### src/logic/amf_map.svh
`ifndef AMF_MAP_SVH
`define AMF_MAP_SVH
// field lengths in bytes
`define AMF_HDR_PRE_LEN   16'd16
`define AMF_ERASE_LEN     16'd3
`define AMF_LOCK_LEN      16'd11
`define AMF_RELOCK_LEN    16'd11
`define AMF_SYNC_LEN      16'd1
`define AMF_SPLICE_LEN    16'd1
`define AMF_PAD_SEQ_LEN   16'd1
`define AMF_PAD_ILV_LEN   16'd2
`define AMF_TRAIL_SEQ_LEN 16'd15
`define AMF_TRAIL_ILV_LEN 16'd14
`define AMF_HDR_PAD_LEN   16'd1
// per-sector overhead and per-track overhead
`define AMF_OH_C          16'd44
`define AMF_OH_D          16'd32
`define AMF_OH_E          16'd30
`define AMF_OH_F          16'd18
`define AMF_TRK_OH_CD     16'd16
`define AMF_TRK_OH_EF     16'd30
`define AMF_TRACK_LEN     16'd20160
// fill byte values
`define AMF_ZERO_BYTE     8'h00
`define AMF_ONES_BYTE     8'hff
`endif

### src/logic/amf_pkg.sv
package amf_pkg;
	// record layout choice
	typedef enum logic [1:0] {
		AMF_FMT_C = 2'b00,  // consecutive, fixed identifier
		AMF_FMT_D = 2'b01,  // consecutive, identifier rewritten
		AMF_FMT_E = 2'b10,  // interlaced, fixed identifier
		AMF_FMT_F = 2'b11   // interlaced, identifier rewritten
	} amf_fmt_e;
	// sequencer field states
	typedef enum logic [3:0] {
		AMF_ST_IDLE   = 4'b0000,
		AMF_ST_PRE    = 4'b0001,
		AMF_ST_ERASE  = 4'b0010,
		AMF_ST_SPLICE = 4'b0011,
		AMF_ST_LOCK   = 4'b0100,
		AMF_ST_SYNC   = 4'b0101,
		AMF_ST_IDENT  = 4'b0110,
		AMF_ST_RELOCK = 4'b0111,
		AMF_ST_DATA   = 4'b1000,
		AMF_ST_PAD    = 4'b1001,
		AMF_ST_TRAIL  = 4'b1010,
		AMF_ST_WAIT   = 4'b1011
	} amf_state_e;
	typedef logic [15:0] amf_len_t;
endpackage : amf_pkg

### src/logic/amf_track_writer.sv
`timescale 1ns/1ns
`include "amf_map.svh"
module amf_track_writer
	import amf_pkg::*;
#(
	parameter amf_len_t ID_LEN   = 16'd8,    // identifier_length
	parameter amf_len_t DATA_LEN = 16'd512   // data and check length
) (
	// clock and reset
	input  wire logic       clk_sys,
	input  wire logic       rstn,
	// user control
	input  wire logic       start,       // one-cycle request to write a track or sector
	input  wire logic       update_only, // format C only: skip fields through the splice byte
	input  wire logic       use_header,  // emit the optional track header first, except in a format C update
	input  wire amf_fmt_e   fmt,
	input  wire logic [7:0] user_byte,   // identifier or data byte, taken on user_take
	output logic            user_take,   // pulse: user_byte consumed this byte
	output logic            busy,
	output logic [15:0]     max_sectors, // capacity for fmt and lengths
	// drive pins
	input  wire logic       byte_clk,    // drive byte clock, asynchronous
	input  wire logic       index_in,    // drive index pulse
	output logic            write_gate,
	output logic            erase_cmd,   // drive makes the mark erasure
	output logic [7:0]      write_byte
);
	// ************************************************************
	// pin synchronisers
	// ************************************************************
	logic [1:0] bclk_sync_q;  // byte clock sync chain
	logic [1:0] idx_sync_q;   // index sync chain
	logic       bclk_old_q;   // previous synced byte clock
	logic       byte_tick;    // one pulse per drive byte
	// two flops before anything looks at pins
	always_ff @(posedge clk_sys or negedge rstn) begin
		if (!rstn) begin
			bclk_sync_q <= 2'b00;
			idx_sync_q  <= 2'b00;
			bclk_old_q  <= 1'b0;
		end else begin
			bclk_sync_q <= {bclk_sync_q[0], byte_clk};
			idx_sync_q  <= {idx_sync_q[0], index_in};
			bclk_old_q  <= bclk_sync_q[1];
		end
	end
	assign byte_tick = bclk_sync_q[1] & ~bclk_old_q;
	// ************************************************************
	// capacity
	// ************************************************************
	amf_len_t oh_sec;  // per_sector_overhead
	amf_len_t oh_trk;  // track overhead
	amf_len_t hdr_len; // header bytes
	// header length = fixed fields + identifier
	always_comb begin
		case (fmt)
			AMF_FMT_C: oh_sec = `AMF_OH_C;
			AMF_FMT_D: oh_sec = `AMF_OH_D;
			AMF_FMT_E: oh_sec = `AMF_OH_E;
			default:   oh_sec = `AMF_OH_F;
		endcase
		oh_trk  = fmt[1] ? `AMF_TRK_OH_EF : `AMF_TRK_OH_CD;
		hdr_len = use_header ? (`AMF_HDR_PRE_LEN + `AMF_ERASE_LEN + `AMF_LOCK_LEN +
			`AMF_SYNC_LEN + ID_LEN + `AMF_HDR_PAD_LEN) : 16'd0;
	end
	// divide is slow and is re-evaluated on every clk_sys cycle
	always_ff @(posedge clk_sys or negedge rstn) begin
		if (!rstn) begin
			max_sectors <= 16'd0;
		end else begin
			max_sectors <= 16'((`AMF_TRACK_LEN - oh_trk - hdr_len) /
				(oh_sec + ID_LEN + DATA_LEN));
		end
	end
	// ************************************************************
	// field sequencer
	// ************************************************************
	amf_state_e state_q;
	amf_len_t   cnt_q;      // bytes left in current field
	logic       hdr_q;      // currently in track header
	amf_fmt_e   fmt_q;      // latched format
	logic       upd_q;      // latched update_only
	logic       ilv;        // interlaced layout
	logic       rewrite;    // identifier rides in data field
	// interlaced layouts leave no room for back-to-back sectors; the host spaces them
	assign ilv     = fmt_q[1];
	assign rewrite = fmt_q[0];
	// field walk, one step per drive byte
	always_ff @(posedge clk_sys or negedge rstn) begin
		if (!rstn) begin
			state_q <= AMF_ST_IDLE;
			cnt_q   <= 16'd0;
			hdr_q   <= 1'b0;
			fmt_q   <= AMF_FMT_C;
			upd_q   <= 1'b0;
		end else if (state_q == AMF_ST_IDLE) begin
			if (start) begin
				fmt_q   <= fmt;
				upd_q   <= update_only;
				// a format C update starts after the splice, so it never carries a header
				hdr_q   <= use_header && !(update_only && fmt == AMF_FMT_C);
				state_q <= AMF_ST_WAIT;
			end
		end else if (state_q == AMF_ST_WAIT) begin
			// fields open only on a byte tick, else the first byte would be cut short
			if (byte_tick && upd_q && fmt_q == AMF_FMT_C) begin
				state_q <= AMF_ST_RELOCK;
				cnt_q   <= `AMF_RELOCK_LEN;
			end else if (byte_tick && idx_sync_q[1]) begin
				state_q <= hdr_q ? AMF_ST_PRE : AMF_ST_ERASE;  // orient on index
				cnt_q   <= hdr_q ? `AMF_HDR_PRE_LEN : `AMF_ERASE_LEN;
			end
		end else if (byte_tick) begin
			if (cnt_q > 16'd1) begin
				cnt_q <= cnt_q - 16'd1;
			end else begin
				case (state_q)
					AMF_ST_PRE: begin
						state_q <= AMF_ST_ERASE;
						cnt_q   <= `AMF_ERASE_LEN;
					end
					AMF_ST_ERASE: begin
						if (hdr_q || (!ilv && !rewrite)) begin
							state_q <= AMF_ST_LOCK;
							cnt_q   <= `AMF_LOCK_LEN;
						end else if (ilv) begin
							state_q <= AMF_ST_SPLICE;
							cnt_q   <= `AMF_SPLICE_LEN;
						end else begin
							state_q <= AMF_ST_DATA;
							cnt_q   <= ID_LEN + DATA_LEN;
						end
					end
					AMF_ST_SPLICE: begin
						if (ilv) begin
							state_q <= rewrite ? AMF_ST_DATA : AMF_ST_LOCK;
							cnt_q   <= rewrite ? ID_LEN + DATA_LEN : `AMF_LOCK_LEN;
						end else begin
							state_q <= AMF_ST_RELOCK;
							cnt_q   <= `AMF_RELOCK_LEN;
						end
					end
					AMF_ST_LOCK: begin
						state_q <= AMF_ST_SYNC;
						cnt_q   <= `AMF_SYNC_LEN;
					end
					AMF_ST_SYNC: begin
						state_q <= AMF_ST_IDENT;
						cnt_q   <= ID_LEN;
					end
					AMF_ST_IDENT: begin
						if (hdr_q) begin
							state_q <= AMF_ST_PAD;
							cnt_q   <= `AMF_HDR_PAD_LEN;
						end else if (ilv) begin
							state_q <= AMF_ST_RELOCK;
							cnt_q   <= `AMF_RELOCK_LEN;
						end else begin
							state_q <= AMF_ST_SPLICE;
							cnt_q   <= `AMF_SPLICE_LEN;
						end
					end
					AMF_ST_RELOCK: begin
						state_q <= AMF_ST_DATA;
						cnt_q   <= DATA_LEN;
					end
					AMF_ST_DATA: begin
						state_q <= AMF_ST_PAD;
						cnt_q   <= ilv ? `AMF_PAD_ILV_LEN : `AMF_PAD_SEQ_LEN;
					end
					AMF_ST_PAD: begin
						if (hdr_q) begin
							hdr_q   <= 1'b0;  // header done, first sector follows
							state_q <= AMF_ST_ERASE;
							cnt_q   <= `AMF_ERASE_LEN;
						end else begin
							state_q <= AMF_ST_TRAIL;
							cnt_q   <= ilv ? `AMF_TRAIL_ILV_LEN : `AMF_TRAIL_SEQ_LEN;
						end
					end
					default: begin
						state_q <= AMF_ST_IDLE;  // trailer finished
						cnt_q   <= 16'd0;
					end
				endcase
			end
		end
	end
	// ************************************************************
	// pin outputs
	// ************************************************************
	// registered drive of bytes, gate and erasure request
	always_ff @(posedge clk_sys or negedge rstn) begin
		if (!rstn) begin
			write_byte <= `AMF_ZERO_BYTE;
			write_gate <= 1'b0;
			erase_cmd  <= 1'b0;
			user_take  <= 1'b0;
			busy       <= 1'b0;
		end else begin
			busy       <= (state_q != AMF_ST_IDLE);
			write_gate <= (state_q != AMF_ST_IDLE) && (state_q != AMF_ST_WAIT)
				&& (state_q != AMF_ST_ERASE);
			erase_cmd  <= (state_q == AMF_ST_ERASE);
			user_take  <= byte_tick && ((state_q == AMF_ST_IDENT) ||
				(state_q == AMF_ST_DATA));
			case (state_q)
				AMF_ST_SYNC:  write_byte <= `AMF_ONES_BYTE;
				AMF_ST_IDENT: write_byte <= user_byte;
				AMF_ST_DATA:  write_byte <= user_byte;
				default:      write_byte <= `AMF_ZERO_BYTE;
			endcase
		end
	end
endmodule : amf_track_writer
### config.mk
export PLATFORM = sky130hd
export DESIGN_NAME = amf_track_writer
export DESIGN_NICKNAME = d
export VERILOG_FILES = /design/src/logic/amf_pkg.sv /design/src/logic/amf_track_writer.sv
export VERILOG_INCLUDE_DIRS = /design/src /design/src/logic
export SDC_FILE = /design/constraint.sdc
export NUM_CORES = 1
export LEC_CHECK = 0
export ABC_AREA = 1
export BUFFER_PORTS_ARGS = -buffer_cell sky130_fd_sc_hd__buf_2
export CORE_UTILIZATION = 40
export CTS_CLUSTER_SIZE = 8
export DETAILED_ROUTE_END_ITERATION = 7
export SLEW_MARGIN = 10
export SYNTH_ARGS = -nofsm -noshare
export SYNTH_HDL_FRONTEND = slang
export SYNTH_SLANG_ARGS = --single-unit
### constraint.sdc
create_clock -name clk_sys -period 5.9 [get_ports clk_sys]
set_input_delay 0.295 -clock clk_sys [delete_from_list [all_inputs] [get_ports clk_sys]]
set_output_delay 0.295 -clock clk_sys [all_outputs]
set_load 0.02 [all_outputs]
# Word-level counts from Yosys, hierarchy flattened
# Index checks and enable logic that the tools add are counted.
# W data, S select, Z words.
# totals
register_bits,57
input_bits,17
wordCells,113
# op_classes
n_addsub,5
div,1
n_lt_le_gt_ge,1
n_eq_ne,20
mux,42
bitwise,3
reduce_logical,27
# op_table
op,n
$pmux W10 S9,1
$mux W16,5
$mux W4,17
$mux W10,4
$pmux W4 S9,1
$pmux W6 S3,1
$add A16 B10 Y16 const B,1
$add A16 B4 Y16 const B,1
$div A16 B16 Y16,1
$eq A4 B3 Y1 const B,4
$gt A16 B1 Y1 const B,1
$pmux W8 S2,1
$sub A15 B5 Y16 const A,1
$sub A16 B1 Y16 const B,1
$sub A16 B6 Y16,1
$eq A4 B4 Y1 const B,3
$logic_and A1 B1 Y1,9
$eq A4 B2 Y1 const B,2
$ne A4 B2 Y1 const B,2
$mux W1,7
$mux W6,1
$ne A2 B2 Y1 const B,3
$reduce_bool A2 Y1,3
$mux W5,1
other kinds (21),27

# Longest topological paths before layout
# logic_depth
ltp_word,9
depth_mapped,58
ltp_nobuf,54

# Worst setup path before layout
# No wires, ideal clock.
# synth_timing
path_type,input port to flip-flop
startpoint,in fmt[1]
endpoint,reg max_sectors[0]
arrival_ns,7.105
required_ns,5.775
path_slack_ns,-1.330
stages,51
path_buffers,3
cell_sequence,inv_2 > ha_1 > inv_2 > nand2_1 > nand2_1 > buf_2 > ha_1 > ha_1 > inv_1 > nor3_1 > nand2_2 > nand4_1 > nand2_1 > ha_1 > xor2_1 > o21ai_0 > ha_1 > inv_1 > (+15 left out) > nand2_1 > nor2_1 > inv_1 > nor2_1 > nand3_1 > nand3_4 > buf_4 > inv_1 > o31ai_1 > ha_1 > nand4_1 > nand2_1 > inv_2 > nand2_1 > nand2_1 > nand2_1 > nand2_1 > nand3_1
# synth_between
elab_chain_len,5
elab_cells_between_ends,10
# synth_lines
item,line,text
"start, declared",amf_track_writer.sv:16,"input wire amf_fmt_e fmt,"
$eq A2 B2 Y1 (tied with other cells),amf_track_writer.sv:56,case (fmt)
$pmux W6 S3,amf_track_writer.sv:56,
$add A16 B4 Y16,amf_track_writer.sv:72,(oh_sec + ID_LEN + DATA_LEN));
$add A16 B10 Y16,amf_track_writer.sv:72,
$div A16 B16 Y16 (*),amf_track_writer.sv:71,max_sectors <= 16'((`AMF_TRACK_LEN - oh_trk - hdr_len) /
"end signal, assigned",amf_track_writer.sv:71,
"end, declared",amf_track_writer.sv:20,"output logic [15:0] max_sectors,"
# Mark *: on every way between the ends. The rest lies on a longest branch, timed or not.
# A chain may end at the register's enable or synchronous reset.

# Final worst setup path
# layout_timing
startpoint,in fmt[0]
endpoint,reg max_sectors[0]
# layout_between
elab_chain_len,5
elab_cells_between_ends,7
# layout_lines
item,line
$eq A2 B2 Y1 (tied with other cells),amf_track_writer.sv:56
$pmux W6 S3 (*),amf_track_writer.sv:56
$add A16 B4 Y16 (*),amf_track_writer.sv:72
$add A16 B10 Y16 (*),amf_track_writer.sv:72
$div A16 B16 Y16 (*),amf_track_writer.sv:71
# Marked as above.

==> results.py <==
metrics = {
    "die": {
        "coreArea_um2": 12700,
        "start_util_pct": 41.2,
        "rows": 41,
        "die_x_um": 116,
        "die_h_um": 116,
        "ioPinCount": 45,
        "fp.dieArea_um2": 13500,
    },
    "synth": {
        "seq_area_frac_synth_pct": 22.5,
        "synth_cell_types": 50,
        "syn_avg_cell_area_um2": 6.58,
        "synth-seq-cells": 47,
        "yosys_warnings": 0,
        "synthCells": 794,
        "synth.cell_area_um2": 5230,
    },
    "layout": {
        "postLayoutCoreUtil_pct": 57.1,
        "fin_area_um2": 7230,
        "nFillCells": 1227,
        "fin_cells": 1159,
        "syn2layout_area_growth_pct": 38.4,
        "diodes": 0,
        "layout.nets": 1044,
        "drive_gt1_share_pct": 31.4,
    },
    "clock_network": {
        "clock_latency_ns": 0.30,
        "cts-root-buf": "clkbuf_16",
        "htreeDepth": 2,
        "clock_path_buffers": 2,
        "cts_made_buffers": 5,
        "clk_pin_slew_ns": 0.06,
        "cts_tree": "done",
        "numClockSinks": 47,
    },
    "pwr": {
        "ir_drop_mv": 0.170,
        "p_leak_nw": 3.78,
        "power.density_nw_per_um2": 374,
        "p_total_mw": 2.70,
    },
    "drt": {
        "ant_nets": 0,
        "routed_wl_um": 15900,
        "vias_per_cell": 5.07,
        "avgRoutedWirePerCell_um": 13.7,
        "via_count": 5880,
        "firstDrtPassIters": 5,
        "initialDrtViolationCount": 411,
        "remaining_drc_errors": 0,
    },
    "sta": {
        "fin_worst_skew_ns": 0.00647,
        "post-route-period-util_pct": 103,
        "setup_viol": 1,
        "hold-worst-slack_ns": 0.104,
        "tightest_slew_ns": 0.650,
        "worst_slack_ns": -0.189,
        "tns_ns": -0.189,
        "period_needed_ns": 6.09,
        "slew_headroom_pct": 56.5,
        "rsz0062_at_grt": "yes",
        "hold_viol": 0,
        "slew_viol_final": 0,
        "fmax_ghz": 0.164,
    },
    "setup_path": {
        "path_class": "in -> reg",
        "start_kind": "primary input",
        "max_stage_delay_ns": 0.34,
        "required_ns": 6.08,
        "rr_worst_depth": 12,
        "critPathSlowestCell": "ha_1",
        "worstPathMaxFanout": 4,
        "endpoint_kind": "flip-flop",
        "cp.arrival_ns": 6.27,
    },
    "worst_hold_path": {
        "min_path_type": "in -> reg",
        "hold_path_depth": 1,
    },
    "flow_run": {
        "cap_viol_max_count": 0,
    },
    "placed_design": {
        "post-dp-hpwl_um": 12500,
        "postPlaceCellArea_um2": 6630,
        "dp_cells": 1122,
        "port_buffers": 34,
        "pre_cts_ws_ns": -0.854,
        "gp_congestion": 0.924,
    },
    "run_status": {
        "violations": "negative setup slack",
        "status": "finished with violations",
    },
    "global_route": {
        "antenna_found_initial": 0,
        "grt_max_degree": 26,
        "grt_pass1_wl_um": 26600,
        "grtUsageTotal_pct": 24.8,
        "grt_pass1_vias": 5907,
        "grt_overflow_total": 0,
    },
}
[power by group]
| group | internal [mW] | switching, mW |
|---|---|---|
| Sequential | 0.434 | 0.0947 |
| Combinational | 0.764 | 1.04 |
| Clock | 0.243 | 0.131 |
| Total | 1.44 | 1.26 |
[logic make-up (layout without fill, tap and decap cells)]
group	count (synthesis)	count (layout)	synth area share (%)
buf+inv	152	336	12.2
flops	47	47	22.5
compound gates	140	140	15.6
fa+ha+maj	41	41	9.96
xor+xnor	28	28	4.84
simple gates	385	385	34.8
other cells	1	10	0.0718
[placed cells by master, fill, tap and decap left out, types with 5 or more instances in the layout]
master | synthesis | layout
ha_4 | 0 | 9
nand3_1 | 56 | 53
nand4_1 | 24 | 24
inv_1 | 117 | 109
nand3_2 | 7 | 10
inv_2 | 14 | 19
buf_4 | 11 | 159
a211oi_1 | 6 | 5
dfrtp_1 | 47 | 47
a21oi_1 | 40 | 30
nor2_1 | 76 | 74
nor2_4 | 5 | 7
ha_1 | 40 | 30
o211ai_1 | 6 | 6
xor2_1 | 20 | 20
buf_2 | 1 | 32
conb_1 | 1 | 10
nand2_1 | 164 | 156
xnor2_1 | 7 | 7
clkbuf_16 | 0 | 5
o21ai_1 | 5 | 11
nor3_1 | 16 | 15
nand2_2 | 18 | 22
nand2_4 | 5 | 9
a21oi_2 | 1 | 10
o21ai_0 | 56 | 49
[flip-flops by register name (all words and copies together) (netlist names), 2 cells and up]
name,flops
bclk_sync_q,2
cnt_q,16
fmt_q,2
idx_sync_q,2
max_sectors,6
state_q,4
write_byte,8
[per-layer routing]
metal / global-route usage [%] / wire length [um] / share of wire (%)
met5: 0 / 0 / 0
met2: 45.8 / 8040 / 51
met3: 3.27 / 495 / 3.1
met4: 10.2 / 463 / 2.9
met1: 28.7 / 6880 / 43
[critical path, delay by kind of cell]
kind            cells  cell delay [ns]
xor+xnor            2             0.32
compound gates      6             1.24
simple gates       21             1.69
buf+inv            11             1.05
fa+ha+maj           7             1.64
[worst paths after layout]
check / from / to / slack (ns)
setup / recovery: fmt[0] / max_sectors[0] / -0.19
hold / removal: byte_clk / bclk_sync_q[0] / 0.10
setup reg to reg: state_q[3] / cnt_q[10] / 3.15
hold reg to reg: bclk_sync_q[0] / bclk_sync_q[1] / 0.36
max in group asynchronous: rstn / cnt_q[10] / 4.66
min in group asynchronous: rstn / write_byte[3] / 0.50
[cell usage after synthesis (all sizes together)]
| cell | n | area, um^2 |
|---|---|---|
| a2111oi | 1 | 8.76 |
| a211o | 1 | 8.76 |
| a211oi | 6 | 45.0 |
| a21oi | 41 | 209 |
| a221o | 1 | 10.0 |
| a31oi | 3 | 18.8 |
| a32oi | 2 | 17.5 |
| buf | 15 | 121 |
| clkbuf | 4 | 15.0 |
| clkinv | 1 | 3.75 |
| conb | 1 | 3.75 |
| dfrtp | 47 | 1180 |
| fa | 1 | 20.0 |
| ha | 40 | 500 |
| inv | 132 | 498 |
| nand2 | 187 | 785 |
| nand3 | 65 | 385 |
| nand3b | 1 | 7.51 |
| nand4 | 24 | 150 |
| nor2 | 84 | 360 |
| nor3 | 16 | 80.1 |
| nor4 | 4 | 25.0 |
| o2111ai | 2 | 17.5 |
| o211ai | 6 | 45.0 |
| o21a | 1 | 7.51 |
| o21ai | 63 | 330 |
| o21bai | 2 | 15.0 |
| o221ai | 1 | 8.76 |
| o22ai | 4 | 25.0 |
| o31ai | 3 | 22.5 |
| o41ai | 3 | 26.3 |
| or2 | 4 | 25.0 |
| xnor2 | 7 | 61.3 |
| xor2 | 21 | 191 |
[layout make-up]
cell class                 instances  area [um^2]  area share, %
clock inverter                     3         67.6          0.934
inverter                         133          510           7.06
clock buffer                       5          125           1.73
timing repair buffer             195         1400           19.3
tap                              172          215           2.98
sequential                        47         1180           16.3
multi-input combinational        604         3740           51.7
[what timing repair did]
action | 4_1_cts | 5_1_grt
endpoints found under the setup margin | 1 | 1
pin swaps | 29 | 16
resized for setup | 34 | 11
gates cloned | 0 | 0
setup buffers | 19 | 9
hold endpoints to repair | 22 | 0
hold buffers | 1 | 0
Note: power is estimated with default switching activity, not from simulation.
